## src/rtl/ptra_pkg.sv

```systemverilog
// package: register map, field layout and carriers for the template ram access block
package ptra_pkg;
  localparam int ADDR_W = 8;
  localparam int AMP_W = 7;
  localparam int GAIN_W = 6;
  localparam int IVL_W = 2;
  localparam int SLOT_W = 4;
  localparam int RAM_AW = IVL_W + SLOT_W;
  localparam int RAM_DEPTH = 64;
  // register indices; byte address is four times the index
  localparam logic [7:0] IDX_GAIN = 8'h24;
  localparam logic [7:0] IDX_CTRL = 8'h25;
  localparam logic [7:0] IDX_DATA = 8'h26;
  localparam logic [ADDR_W-1:0] ADDR_GAIN = ADDR_W'({IDX_GAIN, 2'b00});
  localparam logic [ADDR_W-1:0] ADDR_CTRL = ADDR_W'({IDX_CTRL, 2'b00});
  localparam logic [ADDR_W-1:0] ADDR_DATA = ADDR_W'({IDX_DATA, 2'b00});
  // control, data and gain register fields
  localparam int CTRL_TRIG_BIT = 7;
  localparam int CTRL_DIR_BIT = 6;
  localparam int CTRL_IVL_LSB = 4;
  localparam int CTRL_SLOT_LSB = 0;
  localparam int DATA_AMP_LSB = 0;
  localparam int GAIN_LSB = 0;
  // reset values
  localparam logic [7:0] CTRL_RESET = 8'h00;
  localparam logic [AMP_W-1:0] DATA_RESET = 7'h00;
  localparam logic [GAIN_W-1:0] GAIN_RESET = 6'h21;
  // axi responses
  localparam logic [1:0] RESP_OKAY = 2'h0;
  localparam logic [1:0] RESP_SLVERR = 2'h2;

  typedef enum logic [2:0] {
    ST_IDLE = 3'h1,
    ST_RUN = 3'h2,
    ST_LOAD = 3'h4
  } ptra_state_t;

  typedef struct packed {
    logic we;
    logic [RAM_AW-1:0] addr;
    logic [AMP_W-1:0] wdata;
  } ptra_ram_req_t;
endpackage

```

## src/rtl/ptra_template_ram.sv

```systemverilog
// template ram with access port and scaled transmit read port
module ptra_template_ram #(
  parameter int DEPTH = ptra_pkg::RAM_DEPTH
) (
  input wire logic REF_CLK,
  input wire logic RST,
  input ptra_pkg::ptra_ram_req_t acc_req,
  input wire logic acc_en,
  output logic [ptra_pkg::AMP_W-1:0] acc_rdata,
  input wire logic [ptra_pkg::RAM_AW-1:0] tx_addr,
  input wire logic [ptra_pkg::GAIN_W-1:0] gain,
  output logic [ptra_pkg::AMP_W+ptra_pkg::GAIN_W-1:0] tx_ampl
);
  logic [ptra_pkg::AMP_W-1:0] mem [DEPTH];
  logic [ptra_pkg::AMP_W-1:0] tx_sample;

  always_ff @(posedge REF_CLK) begin
    if (acc_en && acc_req.we) begin
      mem[acc_req.addr] <= acc_req.wdata;
    end
  end

  always_ff @(posedge REF_CLK or posedge RST) begin
    if (RST) begin
      acc_rdata <= '0;
    end else if (acc_en && !acc_req.we) begin
      acc_rdata <= mem[acc_req.addr];
    end
  end

  always_ff @(posedge REF_CLK or posedge RST) begin
    if (RST) begin
      tx_sample <= '0;
    end else begin
      tx_sample <= mem[tx_addr];
    end
  end

  always_ff @(posedge REF_CLK or posedge RST) begin
    if (RST) begin
      tx_ampl <= '0;
    end else begin
      tx_ampl <= 13'(tx_sample * gain);
    end
  end
endmodule

```

## src/rtl/ptra_access.sv

```systemverilog
// axi4-lite register bank with indirect access to the pulse template ram
// Function
// - writing one to control bit 7 starts one indirect ram access.
// - control bit 6 selects write (0) or read (1).
// - control bits 5-4 pick one of four unit intervals.
// - control bits 3-0 pick one of 16 samples in the interval.
// - a write stores data bits 6-0 into the addressed ram entry.
// - a finished read puts the stored amplitude into data bits 6-0.
// - transmitted samples are scaled by a 6-bit gain, reset 100001.
module ptra_access #(
  parameter int ADDR_W = ptra_pkg::ADDR_W
) (
  input wire logic REF_CLK,
  input wire logic RST,
  input wire logic [ADDR_W-1:0] S_AXI_AWADDR,
  input wire logic S_AXI_AWVALID,
  output logic S_AXI_AWREADY,
  input wire logic [31:0] S_AXI_WDATA,
  input wire logic [3:0] S_AXI_WSTRB,
  input wire logic S_AXI_WVALID,
  output logic S_AXI_WREADY,
  output logic [1:0] S_AXI_BRESP,
  output logic S_AXI_BVALID,
  input wire logic S_AXI_BREADY,
  input wire logic [ADDR_W-1:0] S_AXI_ARADDR,
  input wire logic S_AXI_ARVALID,
  output logic S_AXI_ARREADY,
  output logic [31:0] S_AXI_RDATA,
  output logic [1:0] S_AXI_RRESP,
  output logic S_AXI_RVALID,
  input wire logic S_AXI_RREADY,
  input wire logic [ptra_pkg::RAM_AW-1:0] TX_SLOT_ADDR,
  output logic [ptra_pkg::AMP_W+ptra_pkg::GAIN_W-1:0] TX_AMPLITUDE,
  output logic ACCESS_BUSY
);
  logic [ADDR_W-1:0] aw_addr;
  logic aw_held;
  logic [31:0] w_data;
  logic [3:0] w_strb;
  logic w_held;
  logic wr_fire;
  logic [7:0] ctrl;
  logic [ptra_pkg::AMP_W-1:0] template_amplitude;
  logic [ptra_pkg::GAIN_W-1:0] pulse_gain_factor;
  ptra_pkg::ptra_state_t state;
  ptra_pkg::ptra_state_t next_state;
  ptra_pkg::ptra_ram_req_t ram_req;
  logic ram_en;
  logic [ptra_pkg::AMP_W-1:0] ram_rdata;
  logic [ptra_pkg::IVL_W-1:0] interval_addr;
  logic [ptra_pkg::SLOT_W-1:0] slot_addr;
  logic ctrl_wr;
  logic [2:0] wr_sel;

  function automatic logic [2:0] reg_sel(input logic [ADDR_W-1:0] a);
    return {a == ptra_pkg::ADDR_DATA, a == ptra_pkg::ADDR_CTRL, a == ptra_pkg::ADDR_GAIN};
  endfunction

  function automatic logic is_mapped(input logic [ADDR_W-1:0] a);
    return |reg_sel(a);
  endfunction

  // write channel capture
  assign S_AXI_AWREADY = !aw_held && !S_AXI_BVALID;
  assign S_AXI_WREADY = !w_held && !S_AXI_BVALID;
  assign wr_fire = aw_held && w_held && !S_AXI_BVALID;

  always_ff @(posedge REF_CLK or posedge RST) begin
    if (RST) begin
      aw_held <= 1'b0;
      aw_addr <= '0;
    end else if (S_AXI_AWVALID && S_AXI_AWREADY) begin
      aw_held <= 1'b1;
      aw_addr <= S_AXI_AWADDR;
    end else if (wr_fire) begin
      aw_held <= 1'b0;
    end
  end

  always_ff @(posedge REF_CLK or posedge RST) begin
    if (RST) begin
      w_held <= 1'b0;
      w_data <= '0;
      w_strb <= '0;
    end else if (S_AXI_WVALID && S_AXI_WREADY) begin
      w_held <= 1'b1;
      w_data <= S_AXI_WDATA;
      w_strb <= S_AXI_WSTRB;
    end else if (wr_fire) begin
      w_held <= 1'b0;
    end
  end

  always_ff @(posedge REF_CLK or posedge RST) begin
    if (RST) begin
      S_AXI_BVALID <= 1'b0;
      S_AXI_BRESP <= ptra_pkg::RESP_OKAY;
    end else if (wr_fire) begin
      S_AXI_BVALID <= 1'b1;
      S_AXI_BRESP <= is_mapped(aw_addr) ? ptra_pkg::RESP_OKAY : ptra_pkg::RESP_SLVERR;
    end else if (S_AXI_BREADY) begin
      S_AXI_BVALID <= 1'b0;
    end
  end

  // write enables per register, bit 0 gain, 1 control, 2 data
  assign wr_sel = (wr_fire && w_strb[0]) ? reg_sel(aw_addr) : 3'h0;
  // control writes are ignored while an access is under way
  assign ctrl_wr = wr_sel[1] && (state == ptra_pkg::ST_IDLE);

  always_ff @(posedge REF_CLK or posedge RST) begin
    if (RST) begin
      ctrl <= ptra_pkg::CTRL_RESET;
    end else if (ctrl_wr) begin
      ctrl <= w_data[7:0];
    end else if (next_state == ptra_pkg::ST_IDLE && state != ptra_pkg::ST_IDLE) begin
      ctrl[ptra_pkg::CTRL_TRIG_BIT] <= 1'b0;
    end
  end

  assign interval_addr = ctrl[ptra_pkg::CTRL_IVL_LSB +: ptra_pkg::IVL_W];
  assign slot_addr = ctrl[ptra_pkg::CTRL_SLOT_LSB +: ptra_pkg::SLOT_W];

  always_ff @(posedge REF_CLK or posedge RST) begin
    if (RST) begin
      state <= ptra_pkg::ST_IDLE;
    end else begin
      state <= next_state;
    end
  end

  always_comb begin
    next_state = state;
    case (state)
      ptra_pkg::ST_IDLE: begin
        if (ctrl[ptra_pkg::CTRL_TRIG_BIT]) begin
          next_state = ptra_pkg::ST_RUN;
        end
      end
      ptra_pkg::ST_RUN: begin
        // write ends here, read loads next
        if (ctrl[ptra_pkg::CTRL_DIR_BIT]) begin
          next_state = ptra_pkg::ST_LOAD;
        end else begin
          next_state = ptra_pkg::ST_IDLE;
        end
      end
      ptra_pkg::ST_LOAD: begin
        next_state = ptra_pkg::ST_IDLE;
      end
      default: begin
        next_state = ptra_pkg::ST_IDLE;
      end
    endcase
  end

  assign ram_en = (state == ptra_pkg::ST_RUN);
  assign ram_req.we = !ctrl[ptra_pkg::CTRL_DIR_BIT];
  assign ram_req.addr = {interval_addr, slot_addr};
  assign ram_req.wdata = template_amplitude;
  assign ACCESS_BUSY = (state != ptra_pkg::ST_IDLE);

  // read result wins over a software write
  always_ff @(posedge REF_CLK or posedge RST) begin
    if (RST) begin
      template_amplitude <= ptra_pkg::DATA_RESET;
    end else if (state == ptra_pkg::ST_LOAD) begin
      template_amplitude <= ram_rdata;
    end else if (wr_sel[2]) begin
      template_amplitude <= w_data[ptra_pkg::DATA_AMP_LSB +: ptra_pkg::AMP_W];
    end
  end

  always_ff @(posedge REF_CLK or posedge RST) begin
    if (RST) begin
      pulse_gain_factor <= ptra_pkg::GAIN_RESET;
    end else if (wr_sel[0]) begin
      pulse_gain_factor <= w_data[ptra_pkg::GAIN_LSB +: ptra_pkg::GAIN_W];
    end
  end

  // read channel
  assign S_AXI_ARREADY = !S_AXI_RVALID;

  always_ff @(posedge REF_CLK or posedge RST) begin
    if (RST) begin
      S_AXI_RVALID <= 1'b0;
      S_AXI_RDATA <= '0;
      S_AXI_RRESP <= ptra_pkg::RESP_OKAY;
    end else if (S_AXI_ARVALID && S_AXI_ARREADY) begin
      S_AXI_RVALID <= 1'b1;
      S_AXI_RRESP <= is_mapped(S_AXI_ARADDR) ? ptra_pkg::RESP_OKAY : ptra_pkg::RESP_SLVERR;
      case (S_AXI_ARADDR)
        ptra_pkg::ADDR_GAIN: S_AXI_RDATA <= {26'h0, pulse_gain_factor};
        ptra_pkg::ADDR_CTRL: S_AXI_RDATA <= {24'h0, ctrl};
        ptra_pkg::ADDR_DATA: S_AXI_RDATA <= {25'h0, template_amplitude};
        default: S_AXI_RDATA <= 32'h0;
      endcase
    end else if (S_AXI_RREADY) begin
      S_AXI_RVALID <= 1'b0;
    end
  end

  ptra_template_ram #(
    .DEPTH(ptra_pkg::RAM_DEPTH)
  ) i_ptra_template_ram (
    .REF_CLK(REF_CLK),
    .RST(RST),
    .acc_req(ram_req),
    .acc_en(ram_en),
    .acc_rdata(ram_rdata),
    .tx_addr(TX_SLOT_ADDR),
    .gain(pulse_gain_factor),
    .tx_ampl(TX_AMPLITUDE)
  );
endmodule

```

## config.mk

```make
export PLATFORM = sky130hd
export DESIGN_NAME = ptra_access
export DESIGN_NICKNAME = d
export VERILOG_FILES = /design/src/rtl/ptra_pkg.sv /design/src/rtl/ptra_template_ram.sv /design/src/rtl/ptra_access.sv
export SDC_FILE = /design/constraint.sdc
export NUM_CORES = 1
export LEC_CHECK = 0
export BUFFER_PORTS_ARGS = -buffer_cell sky130_fd_sc_hd__buf_2
export CAP_MARGIN = 20
export CORE_ASPECT_RATIO = 1.75
export CORE_MARGIN = 5
export CORE_UTILIZATION = 44
export DETAILED_ROUTE_END_ITERATION = 6
export GPL_ROUTABILITY_DRIVEN = 0
export PLACE_DENSITY = 0.65
export SLEW_MARGIN = 20
export SYNTH_ARGS = -nofsm -noshare
export SYNTH_HDL_FRONTEND = slang
export SYNTH_SLANG_ARGS = --single-unit
```

## constraint.sdc

```tcl
create_clock -name REF_CLK -period 3.3 [get_ports REF_CLK]
set_clock_uncertainty 0.15 [all_clocks]
set_input_delay 0.495 -clock REF_CLK [delete_from_list [all_inputs] [get_ports REF_CLK]]
set_output_delay 0.495 -clock REF_CLK [all_outputs]
set_load 0.02 [all_outputs]
```

**Yosys cells after proc, flatten, opt, wreduce, memory -nomap -nowiden**

Memories as Yosys holds them, arrays and structs flattened. A register that Yosys moved wholly into a read port is not among the register bits.
Cells that the tools add are included.

- Register bits: 94
- RAM bits: 448
- Input port bits: 65
- Output and inout port bits: 55
- Memories: 1

- Multipliers: 1
- Equal/unequal tests: 11
- Mux-type cells: 20
- Reductions and logical operators: 25

Memories:

| memory | words | width | rd ports | clocked after Yosys merged registers in | wr ports | line | source |
|---|---|---|---|---|---|---|---|
| i_ptra_template_ram.mem | 64 | 7 | 2 | 2 | 1 | ptra_template_ram.sv:14 | `logic [ptra_pkg::AMP_W-1:0] mem [DEPTH];` |

Operators by type and width:

| cell | number |
|---|---|
| equality test 8 bit (second input constant) | 6 |
| case mux 8 bit (3 select lines) | 1 |
| two-way mux 7 bit | 2 |
| multiplier 7 x 6 -> 13 bit | 1 |
| logical AND 1 bit | 12 |
| nonzero test 2 bit | 6 |
| two-way mux 1 bit | 11 |
| two-way mux 3 bit | 3 |
| equality test 3 x 1 -> 1 bit (second input constant) | 2 |
| case mux 3 bit (2 select lines) | 1 |
| OR reduction 3 bit | 2 |
| zero test 1 bit | 5 |
| two-way mux 2 bit | 2 |
| equality test 3 x 2 -> 1 bit (second input constant) | 1 |
| equality test 3 bit (second input constant) | 1 |
| != test 3 x 1 -> 1 bit (second input constant) | 1 |

**Longest topological paths before layout**

Gate-level depths: netlist (run 1).

- Depth in word-level cells: 6
- Depth in mapped cells: 14
- Depth with buffers taken out: 13

**Cells and area by module**

A second synthesis (run 1) with hierarchy kept.

- Cells, all modules: 1,548
- Area total of the unflattened synthesis: 25,758.5 sq um

By module, submodules not included:

| module | times used | cells each | area an instance (sq um) | seq. area each (sq um) |
|---|---|---|---|---|
| ptra_template_ram | 1 | 1,333 | 23,094.6 | 14,128.6 |
| ptra_access | 1 | 215 | 2,663.8 | 1,380.1 |

**Least setup slack after synthesis (run 1)**

Ideal clock, no wire load.

- Path type: register to register
- From: reg pulse_gain_factor[5] (netlist bit)
- To: reg i_ptra_template_ram.tx_ampl[9] (netlist bit)
- Library setup time: 0.080 ns
- Arrival time: 3.401 ns
- Slack: -0.331 ns
- Cell stages (with the launch flop): 14
- Buffers on the path: 1
- Clock period less this slack: 3.631 ns
- Path through: dfstp_2 clkbuf_1 nand2_1 fa_1 fa_1 fa_1 inv_1 ha_1 nor2b_1 o21ai_0 a21boi_0 o21ai_0 nor2b_1 xnor2_1

- Longest elaborated chain between the ends: 1

Ends and longest elaborated chain:

| element | line | source |
|---|---|---|
| start, declared | ptra_access.sv:44 | `logic [ptra_pkg::GAIN_W-1:0] pulse_gain_factor;` |
| start signal, assigned | ptra_access.sv:176 | `pulse_gain_factor <= ptra_pkg::GAIN_RESET;` |
| start signal, assigned | ptra_access.sv:178 | `pulse_gain_factor <= w_data[ptra_pkg::GAIN_LSB +: ptra_pkg::GAIN_W];` |
| multiplier 7 x 6 -> 13 bit | ptra_template_ram.sv:43 | `tx_ampl <= 13'(tx_sample * gain);` |
| end signal, assigned | ptra_template_ram.sv:43 |  |
| end, declared | ptra_template_ram.sv:12 | `output logic [ptra_pkg::AMP_W+ptra_pkg::GAIN_W-1:0] tx_ampl` |

Every way passes these cells.
A chain may end at the register's enable or synchronous reset.

**Worst setup path in the final report (run 1)**

- From: reg pulse_gain_factor[5] (netlist bit)
- To: reg i_ptra_template_ram.tx_ampl[12] (netlist bit)

Same word-level chain as after synthesis.

==> results of run 1 <==
-- repair_timing --
item	CTS	global route
setup buffers	9	1
endpoints found under the hold margin	64	0
cloned	0	0
resized for setup	12	3
setup endpoints to repair	5	6
hold buffers	20	0
pin swaps	7	12
-- registers in the layout (all words and copies together) (netlist names) --
register / count
state: 3
w_strb: 1
template_amplitude: 7
aw_addr: 8
S_AXI_RRESP: 1
S_AXI_RVALID: 1
w_held: 1
S_AXI_BVALID: 1
i_ptra_template_ram.tx_ampl: 13
S_AXI_RDATA: 8
S_AXI_BRESP: 1
aw_held: 1
i_ptra_template_ram.acc_rdata: 7
i_ptra_template_ram.mem: 448
i_ptra_template_ram.tx_sample: 7
ctrl: 8
pulse_gain_factor: 6
w_data: 8
-- worst min path at each step --
stage                                                 from                                to  slack (ns)  cells past startpoint
after floorplan           i_ptra_template_ram.acc_rdata[0]  i_ptra_template_ram.acc_rdata[0]        0.32                      1
after global placement                      S_AXI_BRESP[1]                    S_AXI_BRESP[1]        0.31                      1
after detailed placement                    S_AXI_BRESP[1]                    S_AXI_BRESP[1]        0.31                      1
after CTS                                    S_AXI_AWVALID                           aw_held        0.01                      3
after global routing                         S_AXI_AWVALID                           aw_held        0.02                      3
final                                        S_AXI_AWVALID                           aw_held        0.03                      3
-- stage by stage --
step,setup WS (ns),power (W),cells
floorplan,-0.0657,0.00961,1601
global placement,-0.285,0.0106,2484
detailed placement,-0.331,0.0107,2484
CTS,-0.231,0.0164,2597
global route,-0.394,0.0169,2598
finish,-0.245,0.0163,2598
-- worst register-to-register path: cells and delay by family (launching register included) --
| family | cells | cell delay, ns |
|---|---|---|
| XOR/XNOR | 1 | 0.12 |
| AND/OR/NAND/NOR | 1 | 0.05 |
| AO/OA/AOI/OAI | 4 | 0.72 |
| buffers and inverters | 2 | 0.17 |
| flip-flops | 1 | 0.55 |
| adder cells (fa/ha/maj) | 4 | 1.71 |
-- cell usage in the layout (no fill, tap or decap), types with 6 or more instances in the layout --
cell type / n
edfxtp_1: 448
mux4_2: 189
buf_4: 174
nor2_1: 120
nand2_1: 72
mux2_2: 71
dfrtp_1: 68
buf_2: 64
clkbuf_16: 49
mux2i_1: 41
inv_1: 40
a221oi_1: 40
a21oi_1: 35
o22ai_1: 32
o21ai_0: 31
and2_1: 30
a22oi_1: 29
conb_1: 26
fa_1: 21
dlygate4sd3_1: 20
ha_1: 17
a22o_1: 16
buf_12: 14
clkinv_1: 11
nand3_1: 10
dfrtp_2: 8
nor2b_1: 7
clkinv_2: 7
bufinv_16: 7
nor3_1: 6
o211ai_1: 6
a221o_1: 6
-- routing by layer --
layer / wire (µm) / vias up / GRT usage / part of all wire
li1: - / 6668 / - / -
met1: 23900 / 8178 / 0.257 / 0.31
met2: 39800 / 877 / 0.428 / 0.52
met3: 5660 / 266 / 0.0405 / 0.074
met4: 6660 / 2 / 0.171 / 0.088
met5: 7 / - / 0 / 0.000092
-- power by group --
group / switching, W / internal [W]
logic: 0.00142 / 0.00104
clock network: 0.00246 / 0.00325
registers: 0.000432 / 0.00773
-- cell type report --
cell class,count,area share
clock inverters,30,0.0108
repair buffers,274,0.0716
flip-flops and latches,530,0.522
inverters,44,0.00560
clock buffers,54,0.0419
multi-input cells,893,0.315
well taps,773,0.0325
-- cell families (layout without fill, tap and decap cells) --
logic type / after synthesis / in the layout / synth area share
buffers and inverters: 178 / 402 / 0.0355
and+or+nand+nor: 280 / 280 / 0.0498
xor gates and xnor gates: 7 / 7 / 0.00240
adders and majority gates: 42 / 42 / 0.0267
DFF: 530 / 530 / 0.606
AOI/OAI and AO/OA: 237 / 237 / 0.0655
muxes: 301 / 301 / 0.214
other: 1 / 26 / 0.000147
==> impl_metrics.tcl, run 1 <==
set metrics [dict create \
    ir_drop_mv 0.347 \
    timing.slew.headroom 0.241 \
    worstMarginPinSlew_ns 1.14 \
    cp_num_buf_inv 2 \
    r2r_slack_ns -0.25 \
    rr_worst_depth 12 \
    required_ns 3.66 \
    ant_nets 0 \
    multi_input_area_um2 9380 \
    critical-path-max-stage-delay_ns 0.55 \
    root_buffer "clkbuf_16" \
    reg2reg_from "pulse_gain_factor[5]" \
    min_path_type "primary input to flop" \
    placed_cell_area_um2 27800 \
    grt_first_pass_wirelength_um 111000 \
    cp_top_family "adder cells" \
    antennaDiodeCount 0 \
    synth_edf_count 448 \
    clk_pin_slew_ns 0.07 \
    timing.final.ws_setup_ns -0.245 \
    crit_top_cell "fa_1" \
    worstPathCellList "buf_4, nand2_2, fa_1, fa_1, fa_1, inv_2, ha_4, a21oi_4, o211ai_1, a31o_2, a21oi_2, xnor2_1" \
    yosys_register_bits 530 \
    setup_viol 5 \
    period_share 1.07 \
    grt_pass1_vias 16941 \
    critPathSlowestCell "dfstp_2" \
    fp.dieW_um 192 \
    seq_area_frac_synth 0.606 \
    core_area_um2 58000 \
    rsz0062_at_grt "true" \
    syn_inst 1576 \
    synth_common_cells "448 x edfxtp_1, 189 x mux4_2, 120 x nor2_1" \
    fin_tns_setup_ns -1.04 \
    ys_types 59 \
    p_leak_nw 9.98 \
    overflow 0 \
    via_per_inst 6.16 \
    syn_avg_cell_area_um2 16.2 \
    max_freq_mhz 282 \
    async_reset_ff_frac 0.155 \
    maxSlewViolCount 0 \
    worst-path-stages 12 \
    synth.most_common_cell "edfxtp_1" \
    status "complete, but fails checks" \
    yosysWarningCount 0 \
    hpwl_um 54500 \
    rows 117 \
    grt_max_degree 49 \
    crit_arrival_ns 3.91 \
    register_area_um2 15500 \
    cp-endpoint "i_ptra_template_ram.tx_ampl[12]" \
    yosysTopAreaCellShare 0.526 \
    fillCellCount 4776 \
    io_buffers 66 \
    max_cap_viol_count 0 \
    pin_count 120 \
    syn_area_um2 25600 \
    design.die.area_um2 63300 \
    final_util 0.513 \
    cts-htree-levels 2 \
    syn_to_final_growth_pct 16.2 \
    critical_path_class "flop to flop" \
    critPathLaunch "pulse_gain_factor[5]" \
    crit_fanout 3 \
    period_needed_ns 3.55 \
    drive_gt1_frac 0.343 \
    final_cell_area_um2 29700 \
    synthTopCellsByArea "edfxtp_1 53%, mux4_2 17%, dfrtp_1 7.7%" \
    numCtsBuffers 47 \
    nets 1897 \
    crit_path_end_kind "flop" \
    die_height_um 329 \
    holdWs_ns 0.0314 \
    first_iter_violations 1366 \
    synth_largest_area_cell "edfxtp_1" \
    wl_um 76000 \
    synth_top_flop_cell "edfxtp_1" \
    r2r-end "i_ptra_template_ram.tx_ampl[12]" \
    power_density_nw_per_um2 549 \
    vias 15991 \
    cts_buffer_depth 3 \
    crit_path_start_kind "flop" \
    violations "negative setup slack" \
    cts_num_sinks 530 \
    grt_usage 0.241 \
    start_util 0.441 \
    cts_tree "built" \
    clk_latency_ns 0.59 \
    drt_first_pass_iters 5 \
    hold_viol 0 \
    drcViolationCount 0 \
    antenna_found_initial 1 \
    routedWlPerCell_um 29.2 \
]
(Power assumes the default switching activity.)
==> run 2: changes to the inputs <==
--- a/config.mk
+++ b/config.mk
@@ -9,10 +9,10 @@
 export CAP_MARGIN = 20
 export CORE_ASPECT_RATIO = 1.75
 export CORE_MARGIN = 5
-export CORE_UTILIZATION = 44
+export CORE_UTILIZATION = 55
 export DETAILED_ROUTE_END_ITERATION = 6
 export GPL_ROUTABILITY_DRIVEN = 0
-export PLACE_DENSITY = 0.65
+export PLACE_DENSITY = 0.77
 export SLEW_MARGIN = 20
 export SYNTH_ARGS = -nofsm -noshare
 export SYNTH_HDL_FRONTEND = slang
==> run 2 against run 1 <==
Sequential share of layout area up 0.60 points. Critical endpoint is now i_ptra_template_ram.tx_ampl[8]. Via count up 3.4%. Largest power group unchanged. Routed wire length down 0.66%. Total power down 2.2%. Core utilization up 13 points. Critical path depth up 3. Hold slack worse by 0.019 ns. The run still ends with negative setup slack left. Setup slack worse by 0.097 ns. Global-route usage up 5.4 points.
==> impl_metrics.tcl, run 2 (synthesized netlist as in run 1, its figures left out) <==
set metrics [dict create \
    rsz0062_at_grt "true" \
    max_cap_viol_count 0 \
    min_path_type "primary input to flop" \
    cts-htree-levels 2 \
    fp.dieW_um 173 \
    period_needed_ns 3.64 \
    clk_latency_ns 0.58 \
    fillCellCount 3096 \
    required_ns 3.63 \
    ir_drop_mv 0.356 \
    timing.slew.headroom 0.213 \
    violations "negative setup slack" \
    crit_fanout 5 \
    cts_buffer_depth 3 \
    design.die.area_um2 51100 \
    period_share 1.10 \
    first_iter_violations 2027 \
    antenna_found_initial 2 \
    grt_max_degree 45 \
    pin_count 120 \
    drive_gt1_frac 0.350 \
    via_per_inst 6.88 \
    hpwl_um 52400 \
    grt_first_pass_wirelength_um 111000 \
    final_common_cell "edfxtp_1" \
    reg_top3 "i_ptra_template_ram.mem x448, i_ptra_template_ram.tx_ampl x13" \
    die_height_um 295 \
    fin_total_pwr_w 0.0160 \
    io_buffers 66 \
    setup_viol 8 \
    worstMarginPinSlew_ns 1.17 \
    regMostFlops "i_ptra_template_ram.mem" \
    drcViolationCount 0 \
    nets 1895 \
    power_density_nw_per_um2 543 \
    p_leak_nw 9.94 \
    routedWlPerCell_um 31.4 \
    grt_pass1_vias 17295 \
    max_freq_mhz 275 \
    ant_nets 0 \
    maxSlewViolCount 0 \
    rows 104 \
    root_buffer "clkbuf_16" \
    syn_to_final_growth_pct 14.9 \
    timing.final.ws_setup_ns -0.343 \
    layout_common_cells "448 x edfxtp_1, 189 x mux4_2, 182 x buf_4" \
    fin_tns_setup_ns -1.57 \
    status "complete, but fails checks" \
    critical_path_class "flop to flop" \
    overflow 0 \
    crit_arrival_ns 3.97 \
    core_area_um2 46100 \
    crit_path_start_kind "flop" \
    numCtsBuffers 44 \
    clk_pin_slew_ns 0.07 \
    drt_first_pass_iters 6 \
    grt_usage 0.295 \
    vias 16536 \
    crit_path_end_kind "flop" \
    wl_um 75500 \
    cts_num_sinks 530 \
    cts_tree "built" \
    largest_reg_flops 448 \
    start_util 0.555 \
    hold_viol 0 \
]
run 2: changes by cell type in the layout (fill, tap and decap cells not counted), sizes merged:
cell | before | now
diode | 0 | 2
dlygate4sd3 | 20 | 13
clkbuf | 54 | 56
clkinvlp | 4 | 2
buf | 254 | 262
clkinv | 19 | 16
inv | 44 | 43
bufinv | 7 | 5
run 2: final timing paths:
path	to	start	slack, ns	cells past startpoint
worst max-delay path	i_ptra_template_ram.tx_ampl[8]	pulse_gain_factor[5]	-0.34	15
worst min-delay path	aw_addr[6]	S_AXI_AWADDR[6]	0.01	2
worst max register to register	i_ptra_template_ram.tx_ampl[8]	pulse_gain_factor[5]	-0.34	15
worst min register to register	S_AXI_RDATA[6]	S_AXI_RDATA[6]	0.34	2
max in group asynchronous	pulse_gain_factor[5]	RST	1.85	4
min in group asynchronous	ctrl[0]	RST	0.40	3
run 2: repair_timing:
item | CTS | global route
buffers inserted | 3 | 5
gates cloned | 0 | 0
gates resized for setup | 6 | 20
hold buffers | 13 | 0
endpoints found under the hold margin | 49 | 0
pin swaps | 11 | 15
endpoints found under the setup margin | 5 | 7
run 2: through the flow:
stage	setup WS (ns)	cell area, µm²	util	instances	hold WS [ns]
finish	-0.343	29400	0.638	2405	0.0120
detailed placement	-0.290	27700	0.600	2304	0.330
global route	-0.444	29400	0.638	2404	0.00533
global placement	-0.225	27700	0.600	2304	0.308
CTS	-0.266	29300	0.635	2398	0.000463
floorplan	-0.0657	25800	-	1601	0.320
run 2: final cells by class:
type	count	area [µm²]	area share
Tap cell	583	729	0.0248
Clock buffer	56	1190	0.0404
Inverter	44	166	0.00566
Clock inverter	22	255	0.00868
Timing Repair Buffer	275	2100	0.0715
Sequential cell	530	15500	0.528
Multi-Input combinational cell	893	9420	0.320
Antenna cell	2	5.00	0.000170
run 2: layer usage:
layer,vias to the layer above,GRT usage,part of all wire
met5,-,0,0
met4,0,0.244,0.11
met3,391,0.0581,0.094
met2,1245,0.508,0.50
met1,8233,0.314,0.30
li1,6667,-,-
run 2: power breakdown:
part | leakage, nW | total, W | internal (W) | switching, W
sequential | 4.70 | 0.00816 | 0.00773 | 0.000430
combinational | 4.55 | 0.00246 | 0.00103 | 0.00143
clock | 0.698 | 0.00534 | 0.00295 | 0.00239
total | 9.94 | 0.0160 | 0.0117 | 0.00425
run 2: critical path, stage by stage (launching register included):
cell	delay, ns
dfstp_2	0.58
buf_4	0.12
nand2_2	0.05
fa_1	0.50
fa_1	0.43
fa_1	0.51
inv_2	0.05
ha_4	0.28
a21oi_4	0.05
buf_4	0.13
buf_6	0.10
buf_6	0.10
buf_6	0.12
o21ai_4	0.14
nor2_2	0.07
xnor2_1	0.17
